**config.mk**
```make
export PLATFORM = sky130hd
export DESIGN_NAME = pause_frame_flow_control
export DESIGN_NICKNAME = d
export VERILOG_FILES = /design/src/verilog/pause_fc_pkg.sv /design/src/verilog/pause_frame_flow_control.sv
export SDC_FILE = /design/constraint.sdc
export NUM_CORES = 1
export LEC_CHECK = 0
export ABC_AREA = 1
export BUFFER_PORTS_ARGS = -buffer_cell sky130_fd_sc_hd__buf_2
export CAP_MARGIN = 20
export CORE_ASPECT_RATIO = 1.75
export CORE_MARGIN = 4
export CORE_UTILIZATION = 61
export CTS_CLUSTER_DIAMETER = 50
export DETAILED_ROUTE_END_ITERATION = 12
export HOLD_SLACK_MARGIN = 0.1
export PLACE_DENSITY = 0.89
export RECOVER_POWER = 25
export SKIP_CTS_REPAIR_TIMING = 1
export SYNTH_ARGS = -nofsm -noshare
export SYNTH_HDL_FRONTEND = slang
export SYNTH_SLANG_ARGS = --single-unit
```
**constraint.sdc**
```tcl
create_clock -name ref_clk -period 5 [get_ports ref_clk]
set_input_delay 0.75 -clock ref_clk [delete_from_list [all_inputs] [get_ports ref_clk]]
set_output_delay 0.75 -clock ref_clk [all_outputs]
set_load 0.03 [all_outputs]
```
**src/verilog/pause_fc_pkg.sv**
```systemverilog
// constants, register map and types for the pause-frame flow-control block
package pause_fc_pkg;
    // ----------------------------------------------------------------------
    // timing
    // ----------------------------------------------------------------------
    localparam int CLK_PERIOD_PS   = 5000;                            // 200 MHz
    localparam int QUANTUM_PS      = 51_200_000;                      // 51.2 us, 512 bit times
    localparam int QUANTUM_CYCLES  = QUANTUM_PS / CLK_PERIOD_PS;      // exact, 10240
    localparam int PERIOD_SHIFT    = 1;                               // resend at half the pause time

    // ----------------------------------------------------------------------
    // register map (index on the register port)
    // ----------------------------------------------------------------------
    localparam int         ADDR_W           = 3;
    localparam logic [2:0] ADDR_FLOW_CTRL   = 3'h0;
    localparam logic [2:0] ADDR_ETH_CTRL1   = 3'h1;
    localparam logic [2:0] ADDR_MAC_CTRL1   = 3'h2;
    localparam logic [2:0] ADDR_B2B_GAP     = 3'h3;
    localparam logic [2:0] ADDR_PAUSE_LO    = 3'h4;
    localparam logic [2:0] ADDR_PAUSE_HI    = 3'h5;
    localparam logic [7:0] REG_RESET        = 8'h00;
    localparam logic [7:0] GAP_FIELD_MASK   = 8'h7F;

    // field positions
    localparam int FC_SHADOW_BIT    = 2;
    localparam int FC_SEL_HI_BIT    = 1;
    localparam int FC_SEL_LO_BIT    = 0;
    localparam int ECON_TX_REQ_BIT  = 3;
    localparam int MACON_PAUSE_TRANSMIT_ENABLE_BIT = 3;
    localparam int MACON_PAUSE_RECEIVE_ENABLE_BIT = 2;
    localparam int MACON_FWD_BIT    = 1;

    // flow selector codes in full duplex
    localparam logic [1:0] SEL_OFF      = 2'h0;
    localparam logic [1:0] SEL_ONE      = 2'h1;
    localparam logic [1:0] SEL_PERIODIC = 2'h2;
    localparam logic [1:0] SEL_ZERO     = 2'h3;

    // ----------------------------------------------------------------------
    // pause frame layout (crc appended by the mac makes 64 bytes)
    // ----------------------------------------------------------------------
    localparam logic [5:0]  FRAME_BYTES = 6'h3C;
    localparam logic [47:0] PAUSE_DEST  = 48'h0180C2000001;
    localparam logic [15:0] CTRL_TYPE   = 16'h8808;
    localparam logic [15:0] PAUSE_OP    = 16'h0001;
    localparam logic [5:0]  OFS_SRC     = 6'h06;
    localparam logic [5:0]  OFS_TYPE    = 6'h0C;
    localparam logic [5:0]  OFS_OP      = 6'h0E;
    localparam logic [5:0]  OFS_VAL     = 6'h10;
    localparam logic [5:0]  OFS_PAD     = 6'h12;

    typedef enum logic {PF_IDLE, PF_SEND} pf_state_e;
endpackage

```
**src/verilog/pause_frame_flow_control.sv**
```systemverilog
// pause-frame flow control: pause generation, pause timer, half-duplex jam
// What this block does
// - sent pause frames: 64 bytes, 01-80-C2-00-00-01, own source, opcode, value, pad
// - after an accepted pause, the current frame finishes, no new host frame starts
// - received value loads pause counter, decremented every 512 bit times
// - reception goes on during a pause; only transmit is held
// - a further pause frame reloads the counter with its own value
// - transmit resumes at counter zero or on a zero-value pause frame
// - writing 02h sends pause frames periodically with the programmed value
// - periodic pause frames never block or corrupt host frames
// - writing 03h sends exactly one last pause frame with value 0000h
// - with pause-receive on and the full-duplex config bit set, a nonzero pause frame inhibits transmit by itself
// - a request while paused waits; request bit clears only after sending
// - with forward set, received pause frames are also handed to the host
// - flow-control bit 2 reads the full-duplex configuration bit
// - full duplex: 11 zero frame once, 10 periodic, 01 once, 00 off
// - half duplex: only the low selector bit turns flow control on
// - pause value lives in separate low and high byte registers
// - flow-control bits 7..3 read 0; selector resets to 0, shadow follows the full-duplex config bit
// - half-duplex flow control jams 55h, pausing for own frame only
`timescale 1ns/1ps
module pause_frame_flow_control
    import pause_fc_pkg::*;
#(
    parameter int QUANTUM_CYC = QUANTUM_CYCLES   // cycles per pause quantum
) (
    input  wire logic                        ref_clk,              // 200 MHz clock
    input  wire logic                        sys_rst,              // sync reset, high
    input  wire logic                        reg_wr,               // register write strobe
    input  wire logic [pause_fc_pkg::ADDR_W-1:0] reg_addr,         // register index
    input  wire logic [7:0]                  reg_wdata,            // write data
    output logic      [7:0]                  reg_rdata,            // read data, registered
    input  wire logic                        mac_full_duplex_cfg,  // full-duplex config bit
    input  wire logic [47:0]                 own_mac_addr,         // own source address
    input  wire logic                        rx_pause_valid,       // valid pause frame seen
    input  wire logic [15:0]                 rx_pause_value,       // its pause value
    input  wire logic                        tx_frame_busy,        // mac is sending a frame
    input  wire logic                        tx_frame_done,        // host frame done or aborted
    output logic                             tx_start,             // start host frame, pulse
    output logic                             tx_paused,            // pause counter running
    output logic                             rx_ctrl_deliver,      // hand pause frame to host
    output logic                             jam_active,           // send 55h preamble jam
    output logic                             pf_valid,             // pause frame byte valid
    output logic      [7:0]                  pf_data,              // pause frame byte
    output logic                             pf_last,              // last byte before crc
    input  wire logic                        pf_ready              // mac takes the byte
);
    import pause_fc_pkg::*;

    // ----------------------------------------------------------------------
    // state
    // ----------------------------------------------------------------------
    logic [1:0]  sel_q, sel_d;
    logic [7:0]  econ_q, econ_d, macon_q, macon_d, gap_q, gap_d;
    logic [7:0]  pv_lo_q, pv_lo_d, pv_hi_q, pv_hi_d, rdata_q, rdata_d;
    logic [15:0] pcnt_q, pcnt_d, frame_val_q, frame_val_d, per_cnt_q, per_cnt_d;
    logic [31:0] qcnt_q, qcnt_d, ptick_q, ptick_d;
    logic        inflight_q, inflight_d, start_q, start_d, deliver_q, deliver_d;
    logic        jam_q, jam_d, valid_q, valid_d, last_q, last_d;
    logic [7:0]  data_q, data_d;
    logic [5:0]  idx_q, idx_d;
    logic        paused_q, paused_d, pf_go;
    logic [15:0] go_val;
    pf_state_e   pf_q, pf_d;

    wire  [15:0] pause_value = {pv_hi_q, pv_lo_q};
    wire         tx_req      = econ_q[ECON_TX_REQ_BIT];
    wire         rx_take     = rx_pause_valid && macon_q[MACON_PAUSE_RECEIVE_ENABLE_BIT] && mac_full_duplex_cfg;
    wire         link_free   = !tx_frame_busy && !inflight_q && !start_q;
    // a host frame ready to go outranks the next periodic pause frame, else small values starve it
    wire         host_ready  = tx_req && pcnt_q == 16'h0000;

    // byte of the pause frame at a given index
    function automatic logic [7:0] frame_byte(input logic [5:0] i, input logic [15:0] v);
        logic [7:0] b;
        b = 8'h00;                                                   // padding
        if (i < OFS_SRC)
            b = 8'(PAUSE_DEST >> (6'(8) * (OFS_SRC - 6'h01 - i)));
        else if (i < OFS_TYPE)
            b = 8'(own_mac_addr >> (6'(8) * (OFS_TYPE - 6'h01 - i)));
        else if (i < OFS_OP)
            b = (i == OFS_TYPE) ? CTRL_TYPE[15:8] : CTRL_TYPE[7:0];
        else if (i < OFS_VAL)
            b = (i == OFS_OP) ? PAUSE_OP[15:8] : PAUSE_OP[7:0];
        else if (i < OFS_PAD)
            b = (i == OFS_VAL) ? v[15:8] : v[7:0];
        return b;
    endfunction

    // ----------------------------------------------------------------------
    // register file and transmit request
    // ----------------------------------------------------------------------
    always_comb begin
        sel_d    = sel_q;
        econ_d   = econ_q;
        macon_d  = macon_q;
        gap_d    = gap_q;
        pv_lo_d  = pv_lo_q;
        pv_hi_d  = pv_hi_q;
        // one-shot modes turn themselves off once their frame is out
        if (pf_q == PF_SEND && valid_q && pf_ready && last_q && sel_q != SEL_PERIODIC)
            sel_d = SEL_OFF;
        // request clears only once its frame has gone
        if (tx_frame_done && inflight_q)
            econ_d[ECON_TX_REQ_BIT] = 1'b0;
        // host writes come last so a same-cycle write wins over a hardware clear
        if (reg_wr) begin
            unique case (reg_addr)
                ADDR_FLOW_CTRL: sel_d   = reg_wdata[FC_SEL_HI_BIT:FC_SEL_LO_BIT];
                ADDR_ETH_CTRL1: econ_d  = reg_wdata;
                ADDR_MAC_CTRL1: macon_d = reg_wdata;
                ADDR_B2B_GAP:   gap_d   = reg_wdata & GAP_FIELD_MASK;
                ADDR_PAUSE_LO:  pv_lo_d = reg_wdata;
                ADDR_PAUSE_HI:  pv_hi_d = reg_wdata;
                default: ;
            endcase
        end
        // read path; unmapped indices and bits 7..3 of flow control read zero
        unique case (reg_addr)
            ADDR_FLOW_CTRL: rdata_d = {5'h00, mac_full_duplex_cfg, sel_q};
            ADDR_ETH_CTRL1: rdata_d = econ_q;
            ADDR_MAC_CTRL1: rdata_d = macon_q;
            ADDR_B2B_GAP:   rdata_d = gap_q;
            ADDR_PAUSE_LO:  rdata_d = pv_lo_q;
            ADDR_PAUSE_HI:  rdata_d = pv_hi_q;
            default:        rdata_d = REG_RESET;
        endcase
    end

    // ----------------------------------------------------------------------
    // pause timer for received pause frames
    // ----------------------------------------------------------------------
    always_comb begin
        pcnt_d    = pcnt_q;
        qcnt_d    = qcnt_q;
        deliver_d = rx_pause_valid && macon_q[MACON_FWD_BIT];
        // reception is never gated here; only starts of transmit are held
        if (rx_take) begin
            pcnt_d = rx_pause_value;
            qcnt_d = '0;
        end else if (pcnt_q != 16'h0000) begin
            if (qcnt_q == 32'(QUANTUM_CYC - 1)) begin
                qcnt_d = '0;
                pcnt_d = pcnt_q - 16'h0001;
            end else begin
                qcnt_d = qcnt_q + 32'h1;
            end
        end
        // registered copy so the paused output comes straight from a flop
        paused_d = (pcnt_d != 16'h0000);
    end

    // ----------------------------------------------------------------------
    // host frame start and half-duplex jam
    // ----------------------------------------------------------------------
    always_comb begin
        start_d    = 1'b0;
        inflight_d = inflight_q;
        // pause frames already queued get the link first; host frames wait for idle
        if (tx_req && pcnt_q == 16'h0000 && link_free && pf_q == PF_IDLE && !pf_go) begin
            start_d    = 1'b1;
            inflight_d = 1'b1;
        end
        if (tx_frame_done)
            inflight_d = 1'b0;
        // jam stops for our own request and restarts once that frame ends
        jam_d = !mac_full_duplex_cfg && sel_q[FC_SEL_LO_BIT] && !tx_req && !inflight_q;
    end

    // ----------------------------------------------------------------------
    // pause frame generator
    // ----------------------------------------------------------------------
    always_comb begin
        pf_go  = 1'b0;
        go_val = pause_value;
        ptick_d   = ptick_q;
        per_cnt_d = per_cnt_q;
        // periodic interval counted in quanta, half the programmed pause
        if (ptick_q == 32'(QUANTUM_CYC - 1)) begin
            ptick_d = '0;
            if (per_cnt_q != 16'h0000)
                per_cnt_d = per_cnt_q - 16'h0001;
        end else begin
            ptick_d = ptick_q + 32'h1;
        end
        if (mac_full_duplex_cfg && macon_q[MACON_PAUSE_TRANSMIT_ENABLE_BIT] && pf_q == PF_IDLE && link_free) begin
            unique case (sel_q)
                SEL_ONE:      pf_go = 1'b1;
                SEL_ZERO: begin
                    pf_go  = 1'b1;
                    go_val = 16'h0000;
                end
                SEL_PERIODIC: pf_go = (per_cnt_q == 16'h0000) && !host_ready;
                SEL_OFF:      pf_go = 1'b0;
            endcase
        end
        // a fresh selector write restarts the interval so periodic mode begins at once
        if (pf_go)
            per_cnt_d = (pause_value >> PERIOD_SHIFT) | 16'h0001;
        else if (reg_wr && reg_addr == ADDR_FLOW_CTRL)
            per_cnt_d = '0;
        pf_d        = pf_q;
        idx_d       = idx_q;
        valid_d     = valid_q;
        data_d      = data_q;
        last_d      = last_q;
        frame_val_d = frame_val_q;
        unique case (pf_q)
            PF_IDLE: if (pf_go) begin
                pf_d        = PF_SEND;
                frame_val_d = go_val;
                idx_d       = '0;
                valid_d     = 1'b1;
                data_d      = frame_byte(6'h00, go_val);
                last_d      = 1'b0;
            end
            PF_SEND: if (pf_ready) begin
                if (last_q) begin
                    pf_d    = PF_IDLE;
                    valid_d = 1'b0;
                    last_d  = 1'b0;
                end else begin
                    idx_d  = idx_q + 6'h01;
                    data_d = frame_byte(idx_q + 6'h01, frame_val_q);
                    last_d = (idx_q + 6'h01 == FRAME_BYTES - 6'h01);
                end
            end
        endcase
    end

    // ----------------------------------------------------------------------
    // registers
    // ----------------------------------------------------------------------
    always_ff @(posedge ref_clk) begin
        if (sys_rst) begin
            sel_q <= SEL_OFF;
            econ_q <= REG_RESET;
            macon_q <= REG_RESET;
            gap_q <= REG_RESET;
            pv_lo_q <= REG_RESET;
            pv_hi_q <= REG_RESET;
            rdata_q <= REG_RESET;
            pcnt_q <= '0;
            paused_q <= 1'b0;
            qcnt_q <= '0;
            ptick_q <= '0;
            per_cnt_q <= '0;
            frame_val_q <= '0;
            inflight_q <= 1'b0;
            start_q <= 1'b0;
            deliver_q <= 1'b0;
            jam_q <= 1'b0;
            valid_q <= 1'b0;
            last_q <= 1'b0;
            data_q <= 8'h00;
            idx_q <= '0;
            pf_q <= PF_IDLE;
        end else begin
            sel_q <= sel_d;
            econ_q <= econ_d;
            macon_q <= macon_d;
            gap_q <= gap_d;
            pv_lo_q <= pv_lo_d;
            pv_hi_q <= pv_hi_d;
            rdata_q <= rdata_d;
            pcnt_q <= pcnt_d;
            paused_q <= paused_d;
            qcnt_q <= qcnt_d;
            ptick_q <= ptick_d;
            per_cnt_q <= per_cnt_d;
            frame_val_q <= frame_val_d;
            inflight_q <= inflight_d;
            start_q <= start_d;
            deliver_q <= deliver_d;
            jam_q <= jam_d;
            valid_q <= valid_d;
            last_q <= last_d;
            data_q <= data_d;
            idx_q <= idx_d;
            pf_q <= pf_d;
        end
    end

    assign reg_rdata       = rdata_q;
    assign tx_start        = start_q;
    assign tx_paused       = paused_q;
    assign rx_ctrl_deliver = deliver_q;
    assign jam_active      = jam_q;
    assign pf_valid        = valid_q;
    assign pf_data         = data_q;
    assign pf_last         = last_q;
endmodule

```
# Yosys cells after proc, flatten, opt, wreduce, memory -nomap -nowiden
# Index checks and enable logic that the tools add are counted.
# Widths: inputs -> output; s select.
dict set report classes {
  n_eq_ne 19
  bitwise_logic 1
  n_reduce_logical 54
  addsub 7
  muxes 48
  shifts 2
  order_cmp 5
}
# operator n
set op_table {}
lappend op_table {{$mux 16} 5}
lappend op_table {{$mux 8} 10}
lappend op_table {{$add 32x1->32 const B} 2}
lappend op_table {{$eq 32x14->1 const B} 2}
lappend op_table {{$mux 15} 4}
lappend op_table {{$pmux 8 s6} 1}
lappend op_table {{$reduce_bool 16->1} 3}
lappend op_table {{$shr 48x6->8} 1}
lappend op_table {{$shr 41x6->8 const A} 1}
lappend op_table {{$logic_not 16->1} 2}
lappend op_table {{$mux 32} 1}
lappend op_table {{$sub 16x1->16 const B} 2}
lappend op_table {{$logic_and 1x1->1} 22}
lappend op_table {{$mux 6} 3}
lappend op_table {{$reduce_and 2->1} 9}
lappend op_table {{$pmux 8 s2} 1}
lappend op_table {{$mux 1} 13}
lappend op_table {{$eq 6x4->1 const B} 2}
lappend op_table {{$lt 6x4->1 const B} 2}
lappend op_table {{$lt 6x5->1 const B} 2}
lappend op_table {{$pmux 6 s2} 1}
lappend op_table {{$ne 2x2->1 const B} 5}
lappend op_table {{$mux 4} 2}
lappend op_table {{$reduce_or 2->1} 4}
lappend op_table {{21 further kinds} 36}
dict set report word_totals {
  out_inout_bits 22
  wordCells 160
  in_bits 83
  reg_bits 183
}

# Depth between registers and ports, before layout
# Gate-level depths: netlist of run 1.
dict set report logic_depth {
  ltp_word 11
  mapped_depth 16
  depth_no_buf 15
}

# Worst setup path after synthesis of run 1
# No wires, ideal clock.
dict set report synth_path {
  path_kind {flip-flop to flip-flop}
  start {register idx_q[0]}
  end {register data_q[2], in the netlist pf_data[2]}
  required_time_ns 4.930
  n_path_buf 3
  path_stages_with_launch 13
  synth_period_minus_slack_ns 2.426
  path_slack_ns 2.574
  arrival_ns 2.356
  path_cell_list {dfxtp_1 -> buf_2 -> clkinv_1 -> clkbuf_1 -> ha_1 -> inv_1 -> clkbuf_1 -> a21oi_1 -> o32ai_1 -> nor2_1 -> nor2_1 -> nand3_1 -> a21oi_1}
}
dict set report synth_via {
  elab_chain_cells 11
}
# element line_no
set synth_rtl {}
lappend synth_rtl {{from (decl)} pause_frame_flow_control.sv:61} ;# logic [5:0] idx_q, idx_d;
lappend synth_rtl {{from (signal assigned)} pause_frame_flow_control.sv:279} ;# idx_q <= idx_d;
lappend synth_rtl {{$add 6x1->6 *} pause_frame_flow_control.sv:224} ;# data_d = frame_byte(idx_q + 6'h01, frame_val_q);
lappend synth_rtl {{parallel branches: the longest is 6 deep, another holds $sub 2x3->3} -}
lappend synth_rtl {{$mux 8 *} pause_frame_flow_control.sv:77} ;# if (i < OFS_SRC)
lappend synth_rtl {{$mux 8 *} pause_frame_flow_control.sv:218} ;# if (last_q) begin
lappend synth_rtl {{$mux 8 *} pause_frame_flow_control.sv:217} ;# PF_SEND: if (pf_ready) begin
lappend synth_rtl {{$pmux 8 s2 *} pause_frame_flow_control.sv:208} ;# unique case (pf_q)
lappend synth_rtl {{to (signal assigned)} pause_frame_flow_control.sv:278} ;# data_q <= data_d;
lappend synth_rtl {{to (decl)} pause_frame_flow_control.sv:60} ;# logic [7:0] data_q, data_d;
# Mark *: on every way between the ends. The select of a mux whose other input is x is not followed.
# A chain may end at the register's enable or synchronous reset.

# Worst setup path in the final report of run 1
dict set report layout_path {
  start {register idx_q[0]}
  end {register data_q[5], in the netlist pf_data[5]}
}
# The elaborated chain is that of the path after synthesis.

==> reports/results.txt, run 1 <==
status = completed
HPWL after DPL = 21.5 mm
CTS clock-pin slew for the worst setup and hold paths = 0.08 ns
CTS tree = built
CP max stage delay = 0.69 ns
final hold vios = 0
Clock Sinks = 183
mux cell area share after synthesis = 0.489%
Critical Path AT = 3.61 ns
setup violators final = 0
RSZ-0062 raised after global routing = no
Rel. slew slack = 46.7%
biggest area consumer among synthesized cells = dfxtp_1
antenna viol nets, final = 0
Post-Syn Area = 10500 um^2
Cell variety after synth = 51
FMAX = 0.310 GHz
Post-Synth XOR/XNOR Area = 3.65%
die height = 181 um
vias = 11.0k
First-pass DRT Iterations = 7
most instantiated library cell after synthesis = nand2_1
Least-Margin Pin Slew = 0.798 ns
initial antenna violation count = 0
Initial Util = 61.9%
CTS max path bufs = 2
Buffers & Inverters on Critical Path = 3
Worst Path Required = 5.38 ns
worst reg2reg setup slack = 1.77 ns
CTS root buffer = clkbuf_16
Synth top area share = 34.9%
Layout fillers = 1457
largest net degree at the start of global routing = 63
drc violations = 0
Post-synth ARST share = 0%
crit-path cells = buf_4 -> clkinv_1 -> ha_1 -> inv_1 -> nand4_1 -> nor2_2 -> nand2_1 -> o21ai_0 -> nand3_1 -> a21oi_1
GPL Wtd Cong = 0.993
area delta synth->final = 11.0%
IR drop worst, VDD = 0.246 mV
Gate Count Post-Synth = 1609
Layout Nets = 1778
cell leakage power = 4.81 nW
core area = 16900 um^2
H-tree levels = 4
fraction of layout cells with a size suffix above 1 = 10.9%
IO Pins = 105
Syn Area/Cell = 6.52 um^2
CP delay by family, top = buffers and inverters
Slew Viols, Final = 0
Yosys reg bits = 183
Clock Skew = 0.0114 ns
Max Cap Viol = 0
CP max stage cell = ha_1
PortBufs = 104
Crit Path Category = flip-flop to flip-flop
area taken by multi-input logic gates = 5900 um^2
Top FF cell, synth = dfxtp_1
setup TNS = 0 ns
num rows = 63
Total Routed Length = 29.5 mm
register area share after synthesis = 34.9%
Die Wd = 107 um
FF/Latch Area = 3660 um^2
Post-Synth Adder-Cell Area = 1.19%
Post-Synth Simple-Gate Area = 36.9%
Vias per Instance = 5.71
later-pin clock latency in the skew report = 0.45 ns
Startpoint Class = flip-flop
die area = 19400 um^2
compound-gate portion of the synthesized area = 14.0%
synth top area cells = dfxtp_1 (35%), nand2_1 (14%), nor2_1 (7.1%)
Max FO, Critical Path = 27
Wirelength per Cell = 15.3 um
Power Density = 267 nW/um^2
Final Critical Period = 3.23 ns
largest family of logic cells by synthesized area = simple AND/OR/NAND/NOR gates
vias in the first global route = 10.8k
overall power = 3.10 mW
Commonest cells post-synth = nand2_1 (396), nor2_1 (199), dfxtp_1 (183)
Worst Setup End Kind = flip-flop
DRT iter0 DRCs = 721
GR Util All Layers = 30.7%
wire length of the first global-routing pass = 49.3 mm
part of the cycle the worst path needs = 64.6%
Num CTS Buffers = 17
GRT overflow = 0
EDFF count, synth = 0
post-synthesis net count = 1702
worst hold path class = flip-flop to flip-flop
Yosys Warn Count = 0
Diodes inserted = 0
==> power by group <==
group          internal [mW]  total [mW]  leakage, nW  switching, mW
sequential              1.48        1.49         1.48         0.0157
clock                  0.706        1.35        0.280          0.647
combinational         0.0911       0.257         3.05          0.166
total                   2.28        3.10         4.81          0.828
==> cells in the final DEF (no fill, tap or decap), types with 4 or more instances in the layout <==
cell type	n
a211oi_1	10
a21oi_1	135
a31oi_1	6
buf_2	80
buf_4	5
clkbuf_1	24
clkbuf_16	17
dfxtp_1	183
ha_1	10
inv_1	167
inv_2	11
inv_6	4
mux2i_1	4
nand2_1	396
nand2_2	9
nand3_1	113
nand3_2	7
nand3b_1	9
nand4_1	28
nor2_1	199
nor2_2	11
nor3_1	43
nor3_2	5
nor3_4	5
nor3b_1	7
nor4_1	15
o211ai_1	4
o21ai_0	75
o21ai_1	7
o22ai_1	22
or2_2	11
xnor2_1	9
xor2_1	31
==> worst paths after layout <==
kind,startpoint,endpoint,cells after the start
setup / recovery,idx_q[0],pf_data[5],10
setup reg to reg,idx_q[0],pf_data[5],10
hold reg to reg,econ_q[3],jam_active,1
hold / removal,econ_q[3],jam_active,1
==> layout make-up <==
class	instances	share of cell area, %
clock buffers	17	3.66
multi-input cells	1193	50.7
flip-flops and latches	183	31.5
clock inverters	15	1.39
repair buffers	109	4.54
inverters	181	5.84
well taps	227	2.44
==> flip-flops by register name (all words and copies together), names as in the netlist, 2 cells and up <==
register	cells
reg_rdata	8
qcnt_q	32
pv_hi_q	8
idx_q	6
ptick_q	32
gap_q	7
sel_q	2
frame_val_q	16
pf_data	8
pv_lo_q	8
macon_q	8
econ_q	8
pcnt_q	16
per_cnt_q	16
==> per-layer routing <==
| metal | vias to the layer above | wire, um | track usage, % |
|---|---|---|---|
| met3 | 116 | 1640 | 4.38 |
| met1 | 5015 | 11000 | 33.7 |
| met2 | 437 | 15400 | 54.8 |
| met5 | - | 0 | 0 |
| li1 | 5419 | - | - |
| met4 | 0 | 1460 | 18.3 |
==> through the flow <==
step / setup slack (ns) / instance area (um^2) / utilization [%] / hold slack (ns) / std cells
after detailed placement: 1.84 / 11100 / 65.4 / 0.412 / 1893
after global routing: 1.44 / 11600 / 68.7 / 0.441 / 1925
after CTS: 1.81 / 11700 / 68.8 / 0.424 / 1925
final: 1.77 / 11600 / 68.7 / 0.428 / 1925
after global placement: 1.98 / 11100 / 65.4 / 0.405 / 1893
after floorplan: 2.57 / 10500 / - / 0.396 / 1609
==> logic make-up after synthesis <==
group	count (synthesis)
and+or+nand+nor	865
muxes	5
buffers and inverters	233
DFF	183
adders and majority gates	10
xor gates and xnor gates	42
AOI/OAI and AO/OA	271
No activity file was read; power rests on OpenSTA's default activity.
==> run 2: changes to the inputs <==
- CORE_UTILIZATION: 61 -> 60
- PLACE_DENSITY: 0.89 -> 0.88
- clock period: 5 -> 3.2 ns (I/O delays scaled with it)
==> run 2 against run 1 <==
Compared with the run above: non-clock buffer count up 6; sequential share of layout area down 0.11 points; clock-buffer cell count is 3 higher; clock skew fell by 0.00090 ns; die area rose by 1.6%; sequential power up 57%; sequential cell count is the same; register-to-register slack got worse by 1.3 ns; first-iteration DRC count shrank 0.83%.
==> reports/results.txt, run 2 (same netlist as run 1, synthesis figures left out) <==
Num CTS Buffers = 17 (unchanged)
Worst Path Required = 3.57 ns (-1.81 ns)
DRT iter0 DRCs = 715 (-0.83%)
Max Cap Viol = 0 (unchanged)
Layout fillers = 1548 (+6.2%)
final hold slack = 0.220 ns (-0.208 ns)
Slew Viols, Final = 0 (unchanged)
num rows = 63 (unchanged)
Core Util, Final = 68.6% (-0.083 points)
vias in the first global route = 10.6k (-1.8%)
met3 WL = 1.54 mm (-6.3%)
worst r2r path cells = 9 (-1)
Total Routed Length = 29.8 mm (+0.95%)
Initial Util = 61.6% (-0.29 points)
Vias per Instance = 5.70 (-0.14%)
Final Worst Setup Slack = 0.465 ns (-1.31 ns)
overall power = 4.86 mW (+57%)
HP Start = tx_frame_done
CTS clock-pin slew for the worst setup and hold paths = 0.07 ns (about the same)
Layout Nets = 1784 (+0.34%)
WL met2 = 15.6 mm (+1.7%)
Clock Skew = 0.0104 ns (-0.000904 ns)
initial antenna violation count = 0 (unchanged)
Worst Setup End Kind = flip-flop
final hold vios = 0 (unchanged)
CTS root buffer = clkbuf_16
Reg2Reg Capture Point = pf_data[5]
PortBufs = 104 (unchanged)
Crit Path Category = flip-flop to flip-flop
GR Util All Layers = 30.3% (-0.36 points)
Top Metal Used = met4
RSZ-0062 raised after global routing = no
FMAX = 0.366 GHz (+18%)
CTS max path bufs = 2 (unchanged)
Least-Margin Pin Slew = 1.26 ns (+0.460 ns)
M1 WL = 11.0 mm (-0.32%)
WHS Endpoint = inflight_q
core area = 17000 um^2 (+0.46%)
Rel. slew slack = 16.1% (-31 points)
Die Wd = 108 um (+0.77%)
commonest non-fill, non-tap cell in the layout = nand2_1
antenna viol nets, final = 0 (unchanged)
First-pass DRT Iterations = 6 (-1)
Power Density = 416 nW/um^2 (+56%)
CTS tree = built
GRT overflow = 0 (unchanged)
die area = 19700 um^2 (+1.6%)
worst reg2reg setup slack = 0.47 ns (-1.31 ns)
largest net degree at the start of global routing = 61 (-3.2%)
Setup Slack @ Placement = 0.631 ns (-1.21 ns)
Clock Sinks = 183 (unchanged)
die height = 183 um (+0.79%)
status = completed
drc violations = 0 (unchanged)
fraction of layout cells with a size suffix above 1 = 11.1% (+0.20 points)
wire length of the first global-routing pass = 48.8 mm (-0.99%)
later-pin clock latency in the skew report = 0.43 ns (-0.02 ns)
worst hold path class = input port to flip-flop
setup TNS = 0 ns (unchanged)
vias = 11.0k (+0.12%)
Diodes inserted = 0 (unchanged)
H-tree levels = 4 (unchanged)
FF/Latch Area = 3660 um^2 (unchanged)
Final Critical Period = 2.73 ns (-0.494 ns)
setup violators final = 0 (unchanged)
area taken by multi-input logic gates = 5900 um^2 (unchanged)
cell leakage power = 4.84 nW (+0.75%)
Critical Path AT = 3.10 ns (-0.51 ns)
registers with the most flip-flops = ptick_q x32, qcnt_q x32
IO Pins = 105 (unchanged)
most frequent cells in the layout = nand2_1 (396), nor2_1 (199), dfxtp_1 (183)
worst hold stages = 2 (+1)
HPWL after DPL = 22.3 mm (+3.4%)
IR drop worst, VDD = 0.413 mV (+68%)
area delta synth->final = 11.4%
r2r startpoint = idx_q[0]
Max FO, Critical Path = 15 (-44%)
GPL Wtd Cong = 1.02 (+2.7%)
part of the cycle the worst path needs = 85.5% (+21 points)
Wirelength per Cell = 15.4 um (+0.68%)
Startpoint Class = flip-flop
-- run 2: worst max-delay path by stage --
| stage | from | to | slack, ns | cells after the start |
|---|---|---|---|---|
| global route | idx_q[0] | pf_data[2] | 0.26 | 9 |
| finish | idx_q[0] | pf_data[5] | 0.47 | 9 |
| global placement | pcnt_q[0] | pf_data[0] | 0.70 | 14 |
| CTS | idx_q[0] | pf_data[5] | 0.55 | 9 |
| floorplan | idx_q[0] | pf_data[2] | 0.77 | 12 |
| detailed placement | idx_q[0] | pf_data[5] | 0.63 | 9 |
-- run 2: power breakdown --
group / internal [mW] / switching [mW]
Combinational: 0.145 / 0.267
Sequential: 2.31 / 0.0243
Clock: 1.19 / 0.929
-- run 2: final cells by class --
type	count	area share (%)
clock buffer	20	3.83
clock inverter	11	1.17
inverter	181	5.82
multi-input combinational	1193	50.5
sequential	183	31.4
tap	227	2.43
timing repair buffer	115	4.90
-- run 2: critical path, stage by stage, from the launching register on --
cell,delay [ns]
dfxtp_1,0.62
clkinv_1,0.17
ha_1,0.42
inv_1,0.38
nand4_1,0.21
nor2_2,0.26
nand2_1,0.10
o21ai_0,0.25
nand3_1,0.12
a21oi_1,0.12
-- run 2: through the flow --
stage          std cells  cell area, um^2
2_1_floorplan       1609            10500
6_report            1930            11700
5_1_grt             1930            11700
3_5_place_dp        1899            11100
4_1_cts             1930            11700
3_3_place_gp        1899            11100
-- run 2: metal layers --
layer | up-vias | track usage [%]
met2 | 419 | 55.6
li1 | 5435 | -
met4 | 0 | 17.9
met5 | - | 0
met3 | 122 | 4.72
met1 | 5024 | 32.1
==> run 3: changes to the inputs <==
- PLACE_DENSITY: 0.88 -> 0.92
==> run 3 against run 2 <==
Compared with the run above: the flow now finishes with violations (max-capacitance violations, max-slew violations); die area unchanged; worst hold slack worse by 0.0041 ns; clock power about the same; sequential cell count unchanged; maximum frequency down 6.4%; largest power group unchanged; clock skew up 0.00063 ns; utilization about the same; sequential share of layout area about the same; combinational power about the same; critical endpoint is now reg_rdata[0]; worst setup slack worse by 0.19 ns; highest routed layer unchanged; non-clock buffer count up 2.
==> reports/results.txt, run 3 (same netlist as run 1, synthesis figures left out) <==
CTS max path bufs = 2 (unchanged)
Buffers & Inverters on Critical Path = 2 (unchanged)
die height = 183 um (unchanged)
area delta synth->final = 11.4% (about the same)
Layout Nets = 1786 (+0.11%)
final hold vios = 0 (unchanged)
die area = 19700 um^2 (unchanged)
number of cells after detailed placement = 1901 (+0.11%)
Die Wd = 108 um (unchanged)
CTS root buffer = clkbuf_16
Startpoint Class = input port
registers with the most flip-flops = ptick_q x32, qcnt_q x32
worst hold path class = input port to flip-flop
Total Routed Length = 29.9 mm (+0.45%)
commonest non-fill, non-tap cell in the layout = nand2_1
RSZ-0062 raised after global routing = no
worst reg2reg setup slack = 0.60 ns (+0.13 ns)
status = complete, but fails checks
Final Critical Period = 2.92 ns (+0.188 ns)
HPWL after DPL = 22.3 mm (about the same)
CP delay by family, top = buffers and inverters
H-tree levels = 4 (unchanged)
CTS tree = built
Worst Setup End Kind = flip-flop
later-pin clock latency in the skew report = 0.44 ns (about the same)
GPL Wtd Cong = 1.02 (-0.18%)
Switching Share = 25.5% (+0.39 points)
final hold slack = 0.216 ns (-0.00406 ns)
num rows = 63 (unchanged)
Wirelength per Cell = 15.5 um (+0.40%)
fraction of layout cells with a size suffix above 1 = 11.2% (+0.11 points)
Clock Sinks = 183 (unchanged)
FF/Latch Area = 3660 um^2 (unchanged)
GR Util All Layers = 30.4% (+0.055 points)
vias in the first global route = 10.5k (-0.51%)
Initial Util = 61.6% (unchanged)
setup violators final = 0 (unchanged)
Rel. slew slack = -65.3% (-81 points)
Gate power share = 8.4% (about the same)
Least-Margin Pin Slew = 2.48 ns (+1.22 ns)
DRT iter0 DRCs = 929 (+30%)
Flop pwr share = 48.1% (about the same)
worst r2r path cells = 10 (+1)
Critical Path AT = 3.10 ns (about the same)
CP max stage delay = 1.81 ns (+1.19 ns)
PortBufs = 104 (unchanged)
largest net degree at the start of global routing = 61 (unchanged)
GRT overflow = 0 (unchanged)
drc violations = 0 (unchanged)
cell leakage power = 4.84 nW (about the same)
most frequent cells in the layout = nand2_1 (396), nor2_1 (199), dfxtp_1 (183)
Power Density = 415 nW/um^2 (-0.29%)
failing checks = max-capacitance violations, max-slew violations
WHS Endpoint = inflight_q
Max Cap Viol = 1 (+1)
core area = 17000 um^2 (unchanged)
part of the cycle the worst path needs = 91.3% (+5.9 points)
initial antenna violation count = 0 (unchanged)
CP max stage cell = clkbuf_1
First-pass DRT Iterations = 6 (unchanged)
antenna viol nets, final = 0 (unchanged)
fin cells = 1931 (+0.052%)
IO Pins = 105 (unchanged)
r2r startpoint = idx_q[0]
FMAX = 0.342 GHz (-6.4%)
Reg2Reg Capture Point = pf_data[1]
Top cell by count, worst path = clkbuf_1
Vias per Instance = 5.76 (+0.97%)
IR drop worst, VDD = 0.418 mV (+1.4%)
Worst Path Required = 3.38 ns (-0.19 ns)
Slew Viols, Final = 54 (+54)
setup TNS = 0 ns (unchanged)
Max FO, Critical Path = 53 (+38)
worst hold stages = 2 (unchanged)
vias = 11.1k (+1.0%)
Diodes inserted = 0 (unchanged)
Num CTS Buffers = 17 (unchanged)
cell-internal power = 3.61 mW (-0.76%)
area taken by multi-input logic gates = 5900 um^2 (unchanged)
Crit Path Category = input port to flip-flop
wire length of the first global-routing pass = 48.6 mm (-0.27%)
CTS clock-pin slew for the worst setup and hold paths = 0.07 ns (about the same)
HP Start = tx_frame_done
crit-path cells = clkbuf_1 -> clkbuf_1 -> a31oi_1
power share of the clock group = 43.4% (about the same)
Core Util, Final = 68.6% (about the same)
sw power = 1.24 mW (+1.3%)
Layout fillers = 1451 (-6.3%)
Clock Skew = 0.0111 ns (+0.000626 ns)
==> run 3: changes by cell type in the layout (fill, tap and decap cells not counted), sizes merged <==
cell | previous run | this run
buf | 91 | 93
inv | 184 | 182
clkinv | 5 | 7
clkbuf | 44 | 42
clkinvlp | 1 | 2
==> run 3: how the worst max path moves through the flow <==
stage / slack, ns / cells after the start / to / startpoint
final: 0.28 / 3 / reg_rdata[0] / sys_rst
after global routing: 0.20 / 3 / reg_rdata[0] / sys_rst
after CTS: 0.66 / 12 / pf_data[3] / idx_q[0]
after detailed placement: 0.69 / 13 / pf_data[3] / idx_q[0]
after global placement: 0.67 / 13 / pf_data[3] / idx_q[0]
after floorplan: 0.77 / 12 / pf_data[2] / idx_q[0]
==> run 3: stage by stage <==
step           cell area [um^2]  worst slack [ns]  power (mW)
2_1_floorplan             10500             0.774        2.65
3_3_place_gp              11100             0.667        2.77
3_5_place_dp              11100             0.693        2.79
4_1_cts                   11700             0.661        4.85
5_1_grt                   11700             0.200        5.00
6_report                  11700             0.278        4.85
==> run 3: routing by layer <==
layer	up-vias	GRT usage (%)	part of all wire (%)
met5	-	0	0
met4	0	20.3	5.8
met2	493	54.4	51
met1	5052	32.4	37
met3	134	4.44	5.9
li1	5434	-	-
==> run 3: power by group through the flow <==
stage	Clock, mW	Combinational, mW	Sequential, mW
after floorplan	0	0.260	2.39
final	2.11	0.409	2.34
after global placement	0	0.390	2.38
after global routing	2.21	0.450	2.34
after CTS	2.11	0.404	2.33
after detailed placement	0	0.400	2.39
==> run 3: cell type report <==
class | count | share of cell area, %
tap | 227 | 2.43
timing repair buffer | 117 | 5.00
clock buffer | 18 | 3.67
multi-input combinational | 1193 | 50.5
sequential | 183 | 31.4
inverter | 181 | 5.81
clock inverter | 12 | 1.26
